### src/pkg/crc_pad_pkg.sv
/*
  Constants for the spare checksum pad register bank: register indices,
  byte addresses, writable-bit masks and reset values.
  Assumes a 32-bit APB slave with one aligned word per register.
*/
package crc_pad_pkg;

  // bus widths
  localparam int ADDR_W    = 12;
  localparam int DATA_W    = 32;
  localparam int REG_W     = 16;
  localparam int NUM_REGS  = 6;
  localparam int IDX_W     = 10;

  // register indices; byte address is four times the index
  localparam logic [IDX_W-1:0] IDX_CRC_PAD_WORD_CD = 10'h0CD;
  localparam logic [IDX_W-1:0] IDX_CRC_PAD_WORD_CE = 10'h0CE;
  localparam logic [IDX_W-1:0] IDX_CRC_PAD_WORD_CF = 10'h0CF;
  localparam logic [IDX_W-1:0] IDX_CRC_PAD_WORD_D0 = 10'h0D0;
  localparam logic [IDX_W-1:0] IDX_CRC_PAD_WORD_D1 = 10'h0D1;
  localparam logic [IDX_W-1:0] IDX_CRC_PAD_WORD_D2 = 10'h0D2;
  localparam logic [IDX_W-1:0] IDX_FIRST           = IDX_CRC_PAD_WORD_CD;
  localparam logic [IDX_W-1:0] IDX_LAST            = IDX_CRC_PAD_WORD_D2;

  // byte addresses on the APB
  localparam logic [ADDR_W-1:0] ADDR_CRC_PAD_WORD_CD = 12'h334;
  localparam logic [ADDR_W-1:0] ADDR_CRC_PAD_WORD_CE = 12'h338;
  localparam logic [ADDR_W-1:0] ADDR_CRC_PAD_WORD_CF = 12'h33C;
  localparam logic [ADDR_W-1:0] ADDR_CRC_PAD_WORD_D0 = 12'h340;
  localparam logic [ADDR_W-1:0] ADDR_CRC_PAD_WORD_D1 = 12'h344;
  localparam logic [ADDR_W-1:0] ADDR_CRC_PAD_WORD_D2 = 12'h348;

  // field layouts
  localparam logic [REG_W-1:0] MASK_CD_SPARE  = 16'h00FF; // 7:0
  localparam logic [REG_W-1:0] MASK_FULL      = 16'hFFFF; // 15:0
  localparam logic [REG_W-1:0] MASK_D_SPARE   = 16'hE01F; // 15:13, 4:0
  localparam logic [REG_W-1:0] MASK_D_RSVD    = 16'h1FE0; // 12:5
  localparam logic [REG_W-1:0] MASK_CD_RSVD   = 16'hFF00; // 15:8

  // writable bits per slot, slot 0 is the word at index CD
  localparam logic [NUM_REGS-1:0][REG_W-1:0] WMASK = {
    MASK_D_SPARE, MASK_D_SPARE, MASK_D_SPARE,
    MASK_FULL, MASK_FULL, MASK_CD_SPARE};

  // reset values
  localparam logic [REG_W-1:0] RST_CRC_PAD_WORD_CD = 16'h0000;
  localparam logic [REG_W-1:0] RST_CRC_PAD_WORD_CE = 16'h0000;
  localparam logic [REG_W-1:0] RST_CRC_PAD_WORD_CF = 16'h0000;
  localparam logic [REG_W-1:0] RST_CRC_PAD_WORD_D0 = 16'h0000;
  localparam logic [REG_W-1:0] RST_CRC_PAD_WORD_D1 = 16'h0001;
  localparam logic [REG_W-1:0] RST_CRC_PAD_WORD_D2 = 16'h0002;
  localparam logic [NUM_REGS-1:0][REG_W-1:0] RSTVAL = {
    RST_CRC_PAD_WORD_D2, RST_CRC_PAD_WORD_D1, RST_CRC_PAD_WORD_D0,
    RST_CRC_PAD_WORD_CF, RST_CRC_PAD_WORD_CE, RST_CRC_PAD_WORD_CD};

endpackage : crc_pad_pkg
### src/core/crc_pad_regs.sv
/*
  Spare checksum pad register bank behind an APB slave.
  Six 16-bit scratch words whose contents feed the section-3 checksum.
  Assumes pclk at 125 MHz, APB master on the same clock, checksum
  engine on the same clock reading crc_words.
*/
// Our own choice: the APB interface to the registers.
// How it works
// - every spare field is plain storage that reads back what was written and drives nothing but crc_words.
// - all six words are presented to the section 3 checksum engine on crc_words.
// - word CD keeps bits 15:8 reading zero and bits 7:0 as spare storage resetting to zero.
// - words CE and CF are full 16-bit spare storage resetting to zero.
// - words D0 to D2 hold spare bits 15:13 and 4:0 with bits 12:5 reading zero.
// - at reset D0 to D2 clear bits 15:13 and load 0, 1 and 2 into bits 4:0.
`timescale 1ns/1ps
`default_nettype none

module crc_pad_regs
  import crc_pad_pkg::*;
(
  input  wire logic                                   pclk,
  input  wire logic                                   presetn,
  input  wire logic                                   clk_en,
  input  wire logic                                   psel,
  input  wire logic                                   penable,
  input  wire logic                                   pwrite,
  input  wire logic [crc_pad_pkg::ADDR_W-1:0]         paddr,
  input  wire logic [crc_pad_pkg::DATA_W-1:0]         pwdata,
  input  wire logic [3:0]                             pstrb,
  output logic      [crc_pad_pkg::DATA_W-1:0]         prdata,
  output logic                                        pready,
  output logic                                        pslverr,
  output logic [crc_pad_pkg::NUM_REGS*crc_pad_pkg::REG_W-1:0] crc_words
);
  import crc_pad_pkg::*;

  ////////////////////////////////////////////////////////////////////////
  // address decode

  logic [REG_W-1:0]    word_r [NUM_REGS];
  logic [2:0]          slot;
  logic                hit;
  logic                setup;
  logic                access;
  logic                wr_take;
  logic [REG_W-1:0]    wr_data;
  logic                first_r;

  // slot of a byte address, or hit low when nothing is mapped there
  function automatic logic [3:0] decode(input logic [ADDR_W-1:0] a);
    logic [IDX_W-1:0] idx;
    logic [IDX_W-1:0] off;
    idx = a[ADDR_W-1:2];
    off = idx - IDX_FIRST;
    if (a[1:0] == 2'h0 && idx >= IDX_FIRST && idx <= IDX_LAST) begin
      decode = {1'b1, off[2:0]};
    end else begin
      decode = 4'h0;
    end
  endfunction : decode

  assign {hit, slot} = decode(paddr);
  assign setup       = clk_en && psel && !penable;
  assign access      = clk_en && psel && penable;
  // zero wait state; a frozen clock enable stretches the access phase
  assign pready      = access;
  assign wr_take     = access && pwrite && hit;
  // strobes below 16 bits gate the two live byte lanes
  assign wr_data     = {pstrb[1] ? pwdata[15:8] : word_r[slot][15:8],
                        pstrb[0] ? pwdata[7:0]  : word_r[slot][7:0]};

  ////////////////////////////////////////////////////////////////////////
  // storage: only writable bits ever change, reserved ones stay zero

  always_ff @(posedge pclk or negedge presetn) begin
    if (!presetn) begin
      for (int i = 0; i < NUM_REGS; i++) begin
        word_r[i] <= RSTVAL[i];
      end
    end else if (wr_take) begin
      word_r[slot] <= wr_data & WMASK[slot];
    end
  end

  // the checksum engine sees the stored words and nothing else
  always_comb begin
    for (int i = 0; i < NUM_REGS; i++) begin
      crc_words[i*REG_W +: REG_W] = word_r[i];
    end
  end

  ////////////////////////////////////////////////////////////////////////
  // read data and error, captured in the setup cycle

  always_ff @(posedge pclk or negedge presetn) begin
    if (!presetn) begin
      prdata  <= 32'h0000_0000;
      pslverr <= 1'b0;
    end else if (setup) begin
      // unmapped addresses answer zero data with an error
      prdata  <= hit ? {16'h0000, word_r[slot]} : 32'h0000_0000;
      pslverr <= !hit;
    end
  end

  // marks the stretch from reset release to the first enabled edge
  always_ff @(posedge pclk or negedge presetn) begin
    if (!presetn) begin
      first_r <= 1'b1;
    end else if (clk_en) begin
      first_r <= 1'b0;
    end
  end

  ////////////////////////////////////////////////////////////////////////
  // checks

  AST_WRITE_READBACK: assert property (
    @(posedge pclk) disable iff (!presetn)
    (wr_take && pstrb[1:0] == 2'h3)
      |=> word_r[$past(slot)] == ($past(pwdata[15:0]) & WMASK[$past(slot)]))
    else $error("spare word did not take the written value");

  AST_HOLD_NO_WRITE: assert property (
    @(posedge pclk) disable iff (!presetn)
    !wr_take |=> $stable(crc_words))
    else $error("spare word changed without a write");

  AST_CRC_MIRROR: assert property (
    @(posedge pclk) disable iff (!presetn)
    crc_words[15:0] == word_r[0] && crc_words[95:80] == word_r[5])
    else $error("checksum view differs from stored words");

  AST_CD_UPPER_ZERO: assert property (
    @(posedge pclk) disable iff (!presetn)
    (word_r[0] & MASK_CD_RSVD) == 16'h0000)
    else $error("word CD upper byte not zero");

  AST_CE_FULL_WRITE: assert property (
    @(posedge pclk) disable iff (!presetn)
    (wr_take && paddr == ADDR_CRC_PAD_WORD_CE && pstrb[1:0] == 2'h3)
      ##1 1'b1 ##1 1'b1
      |-> crc_words[31:16] == $past(pwdata[15:0], 2))
    else $error("word CE not full-width storage");

  AST_D_RSVD_ZERO: assert property (
    @(posedge pclk) disable iff (!presetn)
    ((word_r[3] | word_r[4] | word_r[5]) & MASK_D_RSVD) == 16'h0000)
    else $error("reserved bits of D words not zero");

  AST_RESET_VALUES: assert property (
    @(posedge pclk) disable iff (!presetn)
    first_r |-> (word_r[3] == 16'h0000 && word_r[4] == 16'h0001 &&
                 word_r[5] == 16'h0002 && word_r[0] == 16'h0000))
    else $error("spare words wrong after reset");

  AST_RSVD_WRITE_IGNORED: assert property (
    @(posedge pclk) disable iff (!presetn)
    (wr_take && paddr == ADDR_CRC_PAD_WORD_D1 && pstrb[1:0] == 2'h3)
      |=> crc_words[79:64] == ($past(pwdata[15:0]) & 16'hE01F))
    else $error("reserved bits took write data");

  AST_READ_RETURNS: assert property (
    @(posedge pclk) disable iff (!presetn)
    (setup && hit && !pwrite) |=> prdata == {16'h0000, word_r[$past(slot)]})
    else $error("read data does not match stored word");

  ////////////////////////////////////////////////////////////////////////
  // bus timing, clock enable and byte lane checks
  // each one watches a path that the read-back checks above miss
  // the clock enable is a freeze, so every stored bit must hold with it
  // low; a stalled master simply sees pready low for longer

  // a low clock enable must hold every stored word
  AST_FREEZE_WORDS: assert property (
    @(posedge pclk) disable iff (!presetn)
    !clk_en |=> $stable(crc_words))
    else $error("spare word changed while clock enable low");

  // a low clock enable must hold the read answer too
  AST_FREEZE_READ: assert property (
    @(posedge pclk) disable iff (!presetn)
    !clk_en |=> $stable(prdata) && $stable(pslverr))
    else $error("read answer changed while clock enable low");

  // no transfer completes while frozen
  AST_STALL_NO_READY: assert property (
    @(posedge pclk) disable iff (!presetn)
    !clk_en |-> !pready)
    else $error("ready raised while clock enable low");

  // enabled access phases finish at once
  AST_ZERO_WAIT: assert property (
    @(posedge pclk) disable iff (!presetn)
    (psel && penable && clk_en) |-> pready)
    else $error("access phase not answered at once");

  // ready only ever marks an enabled access phase
  AST_PREADY_ONLY_ACCESS: assert property (
    @(posedge pclk) disable iff (!presetn)
    pready |-> (psel && penable && clk_en))
    else $error("ready raised outside an access phase");

  // read answer stands until the next setup cycle
  AST_READ_STANDS: assert property (
    @(posedge pclk) disable iff (!presetn)
    !setup |=> $stable(prdata) && $stable(pslverr))
    else $error("read answer moved outside a setup cycle");

  // unmapped addresses answer zero with an error
  AST_UNMAPPED_ERR: assert property (
    @(posedge pclk) disable iff (!presetn)
    (setup && !hit) |=> pslverr && prdata == 32'h0000_0000)
    else $error("unmapped access not refused");

  // mapped addresses never raise the error
  AST_MAPPED_OK: assert property (
    @(posedge pclk) disable iff (!presetn)
    (setup && hit) |=> !pslverr)
    else $error("mapped access raised an error");

  // the upper bus half carries no storage
  AST_PRDATA_UPPER: assert property (
    @(posedge pclk) disable iff (!presetn)
    prdata[31:16] == 16'h0000)
    else $error("read data upper half not zero");

  // a low lane write keeps the high byte
  AST_LOW_LANE_ONLY: assert property (
    @(posedge pclk) disable iff (!presetn)
    (wr_take && pstrb[1:0] == 2'h1)
      |=> word_r[$past(slot)][15:8] == $past(word_r[slot][15:8]))
    else $error("low lane write touched the high byte");

  // a high lane write keeps the low byte
  AST_HIGH_LANE_ONLY: assert property (
    @(posedge pclk) disable iff (!presetn)
    (wr_take && pstrb[1:0] == 2'h2)
      |=> word_r[$past(slot)][7:0] == $past(word_r[slot][7:0]))
    else $error("high lane write touched the low byte");

  // reads of word CD show a zero upper byte
  AST_CD_READ_UPPER: assert property (
    @(posedge pclk) disable iff (!presetn)
    (setup && hit && slot == 3'h0) |=> prdata[15:8] == 8'h00)
    else $error("word CD read a non-zero upper byte");

  // a write to word CD never fills its upper byte
  AST_CD_UPPER_DROP: assert property (
    @(posedge pclk) disable iff (!presetn)
    (wr_take && slot == 3'h0) |=> word_r[0][15:8] == 8'h00)
    else $error("word CD upper byte took write data");

  // reads of D words show zero reserved bits
  AST_D_READ_RSVD: assert property (
    @(posedge pclk) disable iff (!presetn)
    (setup && hit && slot >= 3'h3)
      |=> (prdata[15:0] & MASK_D_RSVD) == 16'h0000)
    else $error("D word read non-zero reserved bits");

  // full writes to D words land in both spare fields
  AST_D_SPARE_WRITE: assert property (
    @(posedge pclk) disable iff (!presetn)
    (wr_take && slot >= 3'h3 && pstrb[1:0] == 2'h3)
      |=> (word_r[$past(slot)] & MASK_D_SPARE) ==
          ($past(pwdata[15:0]) & MASK_D_SPARE))
    else $error("D word spare fields did not take the write");

  // a write to word CE leaves the other five words alone
  AST_CROSS_WORD: assert property (
    @(posedge pclk) disable iff (!presetn)
    (wr_take && slot == 3'h1) |=> crc_words[15:0] == $past(crc_words[15:0])
      && crc_words[95:32] == $past(crc_words[95:32]))
    else $error("write to word CE disturbed another word");

  // the checksum view agrees with what software reads
  AST_CRC_TRACKS_READ: assert property (
    @(posedge pclk) disable iff (!presetn)
    (setup && hit && !pwrite)
      |=> prdata[15:0] == crc_words[$past(slot)*REG_W +: REG_W])
    else $error("checksum view differs from read data");

  // reads never change storage
  AST_NO_WRITE_ON_READ: assert property (
    @(posedge pclk) disable iff (!presetn)
    (access && !pwrite) |=> $stable(crc_words))
    else $error("spare word changed on a read");

  // misaligned writes are dropped
  AST_MISALIGNED_DROPPED: assert property (
    @(posedge pclk) disable iff (!presetn)
    (access && pwrite && paddr[1:0] != 2'h0) |=> $stable(crc_words))
    else $error("misaligned write changed a spare word");

  // words CE and CF come out of reset at zero
  AST_RESET_CE_CF: assert property (
    @(posedge pclk) disable iff (!presetn)
    first_r |-> (word_r[1] == RST_CRC_PAD_WORD_CE &&
                 word_r[2] == RST_CRC_PAD_WORD_CF))
    else $error("word CE or CF wrong after reset");

  // upper spare fields of the D words come out of reset at zero
  AST_D_UPPER_RESET: assert property (
    @(posedge pclk) disable iff (!presetn)
    first_r |-> ((word_r[3] | word_r[4] | word_r[5]) & 16'hE000) == 16'h0000)
    else $error("D word upper spare field wrong after reset");

endmodule : crc_pad_regs

`default_nettype wire

### config.mk
export PLATFORM = sky130hd
export DESIGN_NAME = crc_pad_regs
export DESIGN_NICKNAME = d
export VERILOG_FILES = /design/src/pkg/crc_pad_pkg.sv /design/src/core/crc_pad_regs.sv
export SDC_FILE = /design/constraint.sdc
export NUM_CORES = 1
export LEC_CHECK = 0
export ABC_AREA = 1
export BUFFER_PORTS_ARGS = -buffer_cell sky130_fd_sc_hd__buf_2
export CORE_MARGIN = 10
export CORE_UTILIZATION = 56
export DETAILED_ROUTE_END_ITERATION = 7
export HOLD_SLACK_MARGIN = 0.03
export PLACE_DENSITY = 0.87
export RECOVER_POWER = 100
export SYNTH_ARGS = -nofsm -noshare
export SYNTH_HDL_FRONTEND = slang
export SYNTH_SLANG_ARGS = --single-unit
### constraint.sdc
create_clock -name pclk -period 2.72 [get_ports pclk]
set_input_delay 0.544 -clock pclk [delete_from_list [all_inputs] [get_ports pclk]]
set_output_delay 0.544 -clock pclk [all_outputs]
set_load 0.005 [all_outputs]
# [Word-level counts from Yosys, hierarchy flattened]
# Memory sizes are Yosys's and may differ from the RTL's.
# Cells that the tools add are included.
[totals] ff_bits=129 mem_bits_ro=128 out_inout_bits=130 wordCells=39 memories=1
[classes] n_addsub=1 magnitude_cmp=5 muxes=11 bitwise_logic=2 reduce_logical=11
[memory_table] name="(no name shown)" words=8 word_bits=16 rd=1 rd_ports_with_merged_regs=0 wr=0 line="crc_pad_regs.sv:81" source="word_r[slot] <= wr_data & WMASK[slot];"
[ops] cell="$bwmux W96" n=1
[ops] cell="$mux W16" n=5
[ops] cell="$bmux W16 S3" n=1
[ops] cell="$demux W16 S3" n=1
[ops] cell="$and A16 B16 Y16" n=1
[ops] cell="$mux W8" n=2
[ops] cell="$ge A10 B8 Y1 const B" n=1
[ops] cell="$le A10 B8 Y1 const B" n=1
[ops] cell="$logic_and A1 B1 Y1" n=8
[ops] cell="$ge A4 B4 Y1 const B" n=1
[ops] cell="$lt A3 B4 Y1 const B" n=1
[ops] cell="$lt A4 B1 Y1 const B" n=1
[ops] cell="$mux W4" n=1
[ops] cell="$not A3 Y4" n=1
[ops] cell="$sub A3 B3 Y3 const B" n=1
[ops] cell="$logic_not A1 Y1" n=2
[ops] cell="$logic_not A2 Y1" n=1

# [Depth between registers and ports, before layout]
# Gate-level depths: netlist of the first run.
[depth] ltp_word=11 mapped_depth=16 ltp_nobuf=15

# [Worst setup path after synthesis of the first run]
# No wires, ideal clock.
[synth_timing] kind="input to register" startpoint="input paddr[2] in the netlist's numbering" endpoint="register word_r (netlist bit crc_words[55])" arrival_time_ps=2273 required_ps=2655 slack_ps=382 cell_stages=15 path_buffers=1 cell_sequence="inv_1 > ha_1 > nand2_1 > nand2_2 > nand2_4 > nand3_4 > inv_4 > nand2_4 > buf_2 > inv_1 > ha_1 > or2_1 > nor2_1 > nand3_1 > nand2_1"
[synth_between] elab_chain_cells=11 word_cells_on_any_way=21 cone_classes="1 x add/sub; 4 x order compare; 9 x mux; 2 x bitwise; 4 x reduce/logical; 1 x memory"
[synth_lines] element="start, declared" line="crc_pad_regs.sv:27" source="input wire logic [crc_pad_pkg::ADDR_W-1:0] paddr,"
[synth_lines] element="$ge A10 B8 Y1" line="crc_pad_regs.sv:55" source="if (a[1:0] == 2'h0 && idx >= IDX_FIRST && idx <= IDX_LAST) begin"
[synth_lines] element="$logic_and A1 B1 Y1 (2 in a row)" line="crc_pad_regs.sv:55"
[synth_lines] element="$mux W4 *" line="crc_pad_regs.sv:55"
[synth_lines] element="$not A3 Y4 (implied by the code)" line="crc_pad_regs.sv:70, crc_pad_regs.sv:81"
[synth_lines] element="$bmux W16 S3" line="crc_pad_regs.sv:70" source="pstrb[0] ? pwdata[7:0] : word_r[slot][7:0]};"
[synth_lines] element="$mux W16 (implied by the code) (2 in a row)" line="crc_pad_regs.sv:70"
[synth_lines] element="$mux W8" line="crc_pad_regs.sv:70"
[synth_lines] element="$and A16 B16 Y16" line="crc_pad_regs.sv:81"
[synth_lines] element="$bwmux W96" line="crc_pad_regs.sv:81"
[synth_lines] element="end signal, assigned by index" line="crc_pad_regs.sv:78" source="word_r[i] <= RSTVAL[i];"
[synth_lines] element="end signal, assigned by index" line="crc_pad_regs.sv:81"
[synth_lines] element="end, declared" line="crc_pad_regs.sv:40" source="logic [REG_W-1:0] word_r [NUM_REGS];"
# Mark *: on every way between the ends. The rest lies on a longest branch, timed or not. The select of a mux whose other input is x is not followed.
# A chain may end at the register's enable or synchronous reset.

# [Worst setup path after layout of the first run]
[layout_timing] startpoint="input paddr[2] in the netlist's numbering" endpoint="register word_r (netlist bit crc_words[51])"
# Same word-level chain as after synthesis.

==> results of run 1 <==
-- synth_stat cells --
| library cell | count | area [um2] |
|---|---|---|
| nand2_1 | 305 | 1140 |
| nand3_1 | 136 | 681 |
| dfrtp_1 | 111 | 2780 |
| inv_1 | 88 | 330 |
| nor2_1 | 34 | 128 |
| buf_4 | 20 | 150 |
| buf_2 | 10 | 50.1 |
| and3_1 | 9 | 56.3 |
| inv_2 | 9 | 33.8 |
| o21ai_0 | 8 | 40.0 |
| o21ai_1 | 8 | 40.0 |
| buf_1 | 7 | 26.3 |
| nand4_2 | 7 | 87.6 |
| nor2_8 | 7 | 140 |
| buf_6 | 6 | 67.6 |
| clkbuf_1 | 5 | 18.8 |
| ha_1 | 5 | 62.6 |
| or2_2 | 5 | 31.3 |
| inv_4 | 4 | 25.0 |
| a21oi_1 | 3 | 15.0 |
| nand2_4 | 3 | 33.8 |
| dfstp_2 | 2 | 52.6 |
| nand2_2 | 2 | 12.5 |
| nand4_1 | 2 | 12.5 |
| nor2_4 | 2 | 22.5 |
| nor3_1 | 2 | 10.0 |
| conb_1 | 1 | 3.75 |
| nand3_4 | 1 | 17.5 |
| nor2_2 | 1 | 6.26 |
| o21ai_4 | 1 | 16.3 |
| or2_1 | 1 | 6.26 |
| xnor2_2 | 1 | 16.3 |
-- worst max-delay path by stage --
stage / startpoint / to / slack [ns] / cells past startpoint
finish: paddr[2] / crc_words[51] / 0.37 / 14
CTS: paddr[2] / crc_words[93] / 0.54 / 15
global route: paddr[2] / crc_words[26] / 0.18 / 10
global placement: paddr[2] / crc_words[54] / 0.11 / 15
detailed placement: paddr[2] / crc_words[54] / 0.04 / 15
floorplan: paddr[2] / crc_words[55] / 0.38 / 15
-- where the power goes --
group | switching, uW | internal, uW
registers | 0.665 | 1680
logic | 116 | 41.5
clock network | 852 | 1340
total | 969 | 3060
-- routing by layer --
layer | part of all wire (%) | vias to the layer above | wire length, um | track usage, %
met4 | 3.1 | 0 | 624 | 9.73
met1 | 36 | 2829 | 7210 | 28.8
met5 | 0 | - | 0 | 0
met2 | 49 | 418 | 9780 | 41.8
met3 | 12 | 73 | 2340 | 8.09
li1 | - | 2793 | - | -
-- worst register-to-register path, cell delays in order (launching register included) --
cell	delay [ns]
dfrtp_1	0.40
inv_1	0.07
nand2_1	0.05
nand3_1	0.09
nand2_1	0.10
nand3_1	0.18
nand2_1	0.14
nand3_1	0.11
nand2_1	0.06
-- kinds of logic after synthesis --
family,count (synthesis),share of synthesized area [%]
buffers and inverters,149,11.5
xor gates and xnor gates,1,0.266
other,1,0.0613
AOI/OAI and AO/OA,20,1.82
adders and majority gates,5,1.02
DFF,113,46.3
and+or+nand+nor,517,39.1
-- sequential cells by signal (all words and copies together), names as in the netlist --
register and count:
crc_words 96, prdata 16, pslverr 1
-- area by class of cell --
type / count / area [um2]
flip-flops and latches: 113 / 2830
clock inverters: 14 / 155
well taps: 140 / 175
repair buffers: 167 / 785
inverters: 101 / 387
multi-input cells: 559 / 2560
clock buffers: 18 / 428
fillers: 940 / 3420
-- cells in the final DEF, fill, tap and decap left out, drive strengths merged --
master / netlist / routed
a21oi: 3 / 3
and3: 9 / 9
buf: 43 / 63
bufinv: 0 / 2
clkbuf: 5 / 122
clkinv: 0 / 4
clkinvlp: 0 / 5
conb: 1 / 16
dfrtp: 111 / 111
dfstp: 2 / 2
ha: 5 / 5
inv: 101 / 104
nand2: 310 / 310
nand3: 137 / 137
nand4: 9 / 9
nor2: 44 / 44
nor3: 2 / 2
o21ai: 17 / 17
or2: 6 / 6
xnor2: 1 / 1
-- through the flow --
stage	hold WS [ns]	total power (uW)	utilization [%]
finish	0.287	4030	68.2
global route	0.385	4120	68.2
CTS	0.0644	4030	70.3
detailed placement	0.465	1880	64.8
global placement	0.462	1880	64.8
floorplan	0.248	1810	-
==> impl_metrics.toml, run 1 <==
[outcome]
status = "finished clean"

[power]
powerDensity_mw_per_mm2 = 550
p_leak_uw = 0.00397
peakVddDrop_uv = 439

[cts]
clockBufferDepth = 2
holdBufCountCts = 0
root_buffer = "clkbuf_8"
cts-buffers-inserted = 17
cts_setup_buffers = 0
clkTransAtPathRegs_ns = 0.06
tritoncts = "yes"
clock_latency_ns = 0.53
cts_resized = 0
h-tree-depth = 4
cts.sinks = 113

[synthesis]
synth_area_mm2 = 0.00612
yosys_warnings = 0
synth.avg_cell_area_um2 = 7.59
netlist-cell-type-count = 32
synth-seq-cells = 113
yosysSeqAreaShare_pct = 46.3
syn_inst = 806

[setup_path]
required_ns = 3.13
crit_path_frequent_cell = "nand2_1"
r2r_start = "crc_words[70]"
crit_buf_inv = 3
crit_family = "simple AND/OR/NAND/NOR gates"
r2r_setup_slack_ns = 1.41
r2r-end = "crc_words[22]"
path_max_fanout = 17
cp.arrival_ns = 2.77
cpMaxStageDelayCell = "buf_4"
crit_chain = "clkbuf_1, inv_1, ha_1, nand2_1, nand2_1, nand2_4, nand3_4, nor2_2, buf_4, nand2_1, nand3_1, nand4_1, nand3_1, nand2_1"
cp-end-kind = "register"
worstRegToRegCells = 8
critPathLaunchType = "input port"
cp_slowest_stage_delay_ns = 0.30
critPathKind = "input port to register"

[flow_run]
max_cap_viol_count = 0

[layout]
nets = 1018
drive_above_1_share_pct = 13.3
final_area_mm2 = 0.00732
n_antenna_cell = 0
instances_no_fill = 1112
synthToLayoutAreaGrowth_pct = 19.7

[grt]
antenna_found_initial = 0
grt.overflow.total = 0
grt_util_all_layers_pct = 24.9
grt_first_pass_wirelength_mm = 31.5
grt_max_degree = 51
grt_pass1_vias = 6075

[detailed_routing]
routed_wirelength_mm = 19.9
drt-initial-drc-count = 871
vias_per_cell = 5.50
ant_nets = 0
detailroute.via_count = 6113
post_drt_wl_per_cell_um = 17.9
drtPass1Iterations = 8
drc = 0

[placed_design]
port_buffers = 149
place_ws_ns = 0.0358
placed_area_mm2 = 0.00697
dp_hpwl_mm = 14.0
dpl.cell_count = 1080
place.gp.congestion = 0.911

[floorplan]
initial_core_util_pct = 56.9
fp.dieH_um = 125
fp.dieW_um = 125
dieArea_mm2 = 0.0155
ios = 184
core_mm2 = 0.0107
rows = 38

[timing]
worst_slack_ns = 0.367
hold_violations = 0
finalMaxSlewViolations = 0
clock.fmax_mhz = 425
rsz0062_at_grt = "false"
setup_viol_count_final = 0
period_minus_slack_ns = 2.35
clock_skew_ns = 0.00922
relSlewSlack_pct = 13.8
finalCritPeriodShare_pct = 86.5
setup_tns_ns = 0
worst-slew-pin-transition_ns = 1.29

[min_path]
holdCritPathClass = "input port to async pin"
Power figures use the tool's default switching activity.
==> run 2: changes to the inputs <==
==> constraint.sdc (replaced) <==
create_clock -name pclk -period 2.72 [get_ports pclk]
set_input_delay 0.544 -clock pclk [delete_from_list [all_inputs] [get_ports pclk]]
set_output_delay 0.544 -clock pclk [all_outputs]
set_load 0.05 [all_outputs]
==> run 2 against run 1 <==
Against the previous run: critical path depth fell by 4; clock skew barely moved; wire length rose by 0.72%; via count fell by 0.23%; die area did not move; total power rose by 1.2%; non-clock buffer count did not move; fmax fell by 0.56%; combinational power rose by 31%; worst hold slack improved by 0.0036 ns; highest routed layer unchanged.
==> impl_metrics.toml, run 2 (synthesis results as in run 1) <==
[timing]
whs_ns = 0.290
period_minus_slack_ns = 2.37
rsz0062_at_grt = "false"
finalCritPeriodShare_pct = 87.0
hold_violations = 0
worst-slew-pin-transition_ns = 1.28
relSlewSlack_pct = 14.5
finalMaxSlewViolations = 0
clock_skew_ns = 0.00880
clock.fmax_mhz = 423
setup_tns_ns = 0
setup_viol_count_final = 0

[min_path]
holdCritPathClass = "input port to async pin"

[setup_path]
cp.arrival_ns = 2.78
cp-end-kind = "register"
critPathLaunchType = "input port"
crit_chain = "clkbuf_1, inv_1, ha_1, inv_1, o21ai_2, inv_2, nor2_4, inv_2, nand2_1, nand2_1"
critPathKind = "input port to register"
path_max_fanout = 16
worstRegToRegCells = 8
cpMaxStageDelayCell = "o21ai_2"
cp-startpoint = "paddr[2]"
required_ns = 3.14
r2r_setup_slack_ns = 1.40
r2r-end = "crc_words[54]"
r2r_start = "crc_words[70]"
cp_slowest_stage_delay_ns = 0.59

[grt]
grt.overflow.total = 0
antenna_found_initial = 0
use_met1_pct = 28.8
busiest_layer = "met2"
grt_max_degree = 51
grtUsageMet3_pct = 8.09
met2_usage_pct = 41.8
grt_util_all_layers_pct = 24.9
grt_first_pass_wirelength_mm = 31.5
grt_pass1_vias = 6075

[detailed_routing]
drc = 0
drt-initial-drc-count = 898
detailroute.via_count = 6099
post_drt_wl_per_cell_um = 18.1
vias_per_cell = 5.48
drtPass1Iterations = 8
routed_wirelength_mm = 20.1
ant_nets = 0

[cts]
holdBufCountCts = 0
clock_latency_ns = 0.53
tritoncts = "yes"
h-tree-depth = 4
cts_resized = 0
cts_setup_buffers = 0
cts-buffers-inserted = 17
clkTransAtPathRegs_ns = 0.06
cts.sinks = 113
root_buffer = "clkbuf_8"
clockBufferDepth = 2

[floorplan]
rows = 38
initial_core_util_pct = 56.9
fp.dieH_um = 125
ios = 184
dieArea_mm2 = 0.0155
fp.dieW_um = 125
core_mm2 = 0.0107

[power]
p_leak_uw = 0.00392
powerDensity_mw_per_mm2 = 558
peakVddDrop_uv = 439

[placed_design]
dp_hpwl_mm = 14.0
place.gp.congestion = 0.911
port_buffers = 149

[layout]
synthToLayoutAreaGrowth_pct = 19.5
multi_input_area_mm2 = 0.00256
n_antenna_cell = 0
nets = 1018
fillers = 945
final_cell_mix = "nand2_1 (307), nand3_1 (136), clkbuf_1 (116)"
drive_above_1_share_pct = 12.1
largest_register_ffs = 96
final_common_cell = "nand2_1"
seqCellArea_mm2 = 0.00283

[outcome]
status = "finished clean"

[flow_run]
max_cap_viol_count = 0
[run 2: cell count changes in the layout (fill, tap and decap cells not counted)]
cell / before / now
dfstp_2: 0 / 2
buf_1: 1 / 0
clkbuf_1: 102 / 116
buf_2: 46 / 33
dfstp_1: 2 / 0
[run 2: final cells by class]
type / instances / area share (%)
clock buffers: 18 / 5.86
multi-input cells: 559 / 35.1
clock inverters: 14 / 2.12
inverters: 101 / 5.29
repair buffers: 167 / 10.5
well taps: 140 / 2.40
flip-flops and latches: 113 / 38.7
[run 2: metal layers]
| layer | routed length (um) | share of wire (%) |
|---|---|---|
| met1 | 7370 | 37 |
| met4 | 516 | 2.6 |
| met2 | 9870 | 49 |
| met3 | 2330 | 12 |
| met5 | 0 | 0 |
[run 2: critical path, delay by kind of cell]
family                     cells  cell delay (ns)
buffers and inverters          5             0.82
adders and majority gates      1             0.29
AOI/OAI and AO/OA              1             0.59
and+or+nand+nor                3             0.53
[run 2: power by group]
group / switching (uW) / internal (uW) / total [uW]
combinational: 164 / 41.5 / 205
clock: 853 / 1340 / 2190
sequential: 0.673 / 1680 / 1680
[run 2: worst max-delay path by stage]
stage | end
floorplan | crc_words[55]
global placement | crc_words[54]
detailed placement | crc_words[54]
CTS | crc_words[93]
global route | crc_words[26]
finish | crc_words[26]
[run 2: through the flow]
step / instance area, um2 / std cells / power, uW / util [%] / setup WS [ns]
5_1_grt: 7310 / 1112 / 4170 / 68.0 / 0.179
4_1_cts: 7550 / 1112 / 4080 / 70.3 / 0.538
3_3_place_gp: 6970 / 1080 / 1920 / 64.8 / 0.106
3_5_place_dp: 6970 / 1080 / 1930 / 64.8 / 0.0358
2_1_floorplan: 6170 / 821 / 1860 / - / 0.381
6_report: 7310 / 1112 / 4080 / 68.0 / 0.354
==> run 3: changes to the inputs <==
- CORE_UTILIZATION: 56 -> 47
- PLACE_DENSITY: 0.87 -> 0.78
- RECOVER_POWER: 100 -> 25
- clock period: 2.72 -> 2.1 ns (I/O delays scaled with it)
==> run 3 against run 2 <==
Against the previous run: highest routed layer unchanged; first-iteration DRC count down 38%; critical endpoint is now crc_words[57]; via count down 1.3%; register-to-register slack worse by 0.56 ns; count of clock-buffer cells in the layout up 3; clock power up 24%; flip-flop and latch count unchanged; wire length down 2.7%; critical path type unchanged.
==> impl_metrics.toml, run 3 (synthesis results as in run 1) <==
[setup_path]
crit_path_frequent_cell = "nand2_1"
crit_buf_inv = 4
critPathKind = "input port to register"
crit_family = "simple AND/OR/NAND/NOR gates"
crit_chain = "buf_2, inv_1, ha_1, inv_1, nand2_1, nand2_1, nand2_2, nand4_2, buf_12, nand2_1, nand3_1, nand2_1, nand3_1, nand2_1, nand3_1, nand2_1"
path_max_fanout = 19
cp_slowest_stage_delay_ns = 0.27
cp-end-kind = "register"
critPathLaunchType = "input port"
required_ns = 2.45
cpMaxStageDelayCell = "nand4_2"
cp.arrival_ns = 2.26

[cts]
cts_setup_buffers = 0
cts-buffers-inserted = 17
clockBufferDepth = 2
clkTransAtPathRegs_ns = 0.05
tritoncts = "yes"
clock_latency_ns = 0.41
h-tree-depth = 4
root_buffer = "clkbuf_16"
cts.sinks = 113

[timing]
clock_skew_ns = 0.0108
worst-slew-pin-transition_ns = 1.27
period_minus_slack_ns = 1.91
relSlewSlack_pct = 15.2
rsz0062_at_grt = "false"
setup_viol_count_final = 0
worst_slack_ns = 0.187
clock.fmax_mhz = 523
finalCritPeriodShare_pct = 91.1
hold_violations = 0
finalMaxSlewViolations = 0

[placed_design]
port_buffers = 149
placed_area_mm2 = 0.00740
place.gp.congestion = 0.871
place_ws_ns = -0.243
dp_hpwl_mm = 14.6

[floorplan]
rows = 41
dieArea_mm2 = 0.0180
core_mm2 = 0.0127
fp.dieH_um = 134
fp.dieW_um = 134
ios = 184
initial_core_util_pct = 48.3

[flow_run]
max_cap_viol_count = 0

[layout]
final_area_mm2 = 0.00792
synthToLayoutAreaGrowth_pct = 29.5
final_cell_mix = "nand2_1 (305), buf_2 (148), nand3_1 (136)"
drive_above_1_share_pct = 27.8
fin_util_pct = 62.5
largest_register_ffs = 96
final_common_cell = "nand2_1"
n_antenna_cell = 0
nets = 1057

[detailed_routing]
vias_per_cell = 5.10
drt-initial-drc-count = 557
drc = 0
drtPass1Iterations = 5
ant_nets = 0
routed_wirelength_mm = 19.6
post_drt_wl_per_cell_um = 16.6
detailroute.via_count = 6019

[power]
p_leak_uw = 0.00465
peakVddDrop_uv = 556
powerDensity_mw_per_mm2 = 655

[grt]
grt_pass1_vias = 5999
antenna_found_initial = 0
grt_util_all_layers_pct = 21.6
grt_max_degree = 64
grt.overflow.total = 0
grt_first_pass_wirelength_mm = 31.1

[outcome]
status = "finished clean"

[min_path]
holdCritPathClass = "input port to register"
==> run 3: power breakdown <==
part / switching (uW) / internal [uW] / leakage, uW
registers: 0.843 / 2180 / 0.00153
logic: 219 / 73.4 / 0.00285
clock network: 971 / 1740 / 0.000272
total: 1190 / 3990 / 0.00465
==> run 3: per-stage QoR <==
step           instances  total power [uW]  setup TNS (ns)  hold WS, ns
4_1_cts             1180              5200               0        0.329
5_1_grt             1180              5330               0        0.352
3_3_place_gp        1150              2510          -12.96        0.231
6_report            1180              5190               0        0.339
3_5_place_dp        1150              2520          -16.77        0.232
2_1_floorplan        821              2410         -0.0814        0.124
==> run 3: final timing paths <==
path                                      end           from  cells after the start  slack (ns)
worst max-delay path            crc_words[57]       paddr[2]                     16        0.19
max in group asynchronous           prdata[1]        presetn                      3        0.29
worst min-delay path                  pslverr        penable                      4        0.34
worst max register to register  crc_words[57]  crc_words[89]                      8        0.84
min in group asynchronous       crc_words[76]        presetn                      2        0.35
worst min register to register  crc_words[64]  crc_words[64]                      2        0.48
==> run 3: layout make-up <==
type,count,area (um2)
repair buffers,206,1280
fillers,1119,4750
well taps,172,215
clock buffers,21,450
multi-input cells,559,2660
flip-flops and latches,113,2830
clock inverters,8,90.1
inverters,101,389
==> run 3: worst reg2reg max path, delay by kind of cell (launching register included) <==
kind | cells | cell delay, ns
AND/OR/NAND/NOR | 7 | 0.68
buffers and inverters | 1 | 0.09
flip-flops | 1 | 0.38
==> run 3: layer usage <==
layer	global-route usage, %	vias up	wire length [um]
met4	7.32	0	314
met2	35.8	295	9600
li1	-	2871	-
met3	7.17	24	2180
met5	0	-	0
met1	25.8	2829	7460
==> run 3: what timing repair did <==
item	CTS	global route
hold buffers	1	0
setup endpoints to repair	0	0
resized for setup	0	0
hold endpoints to repair	3	0
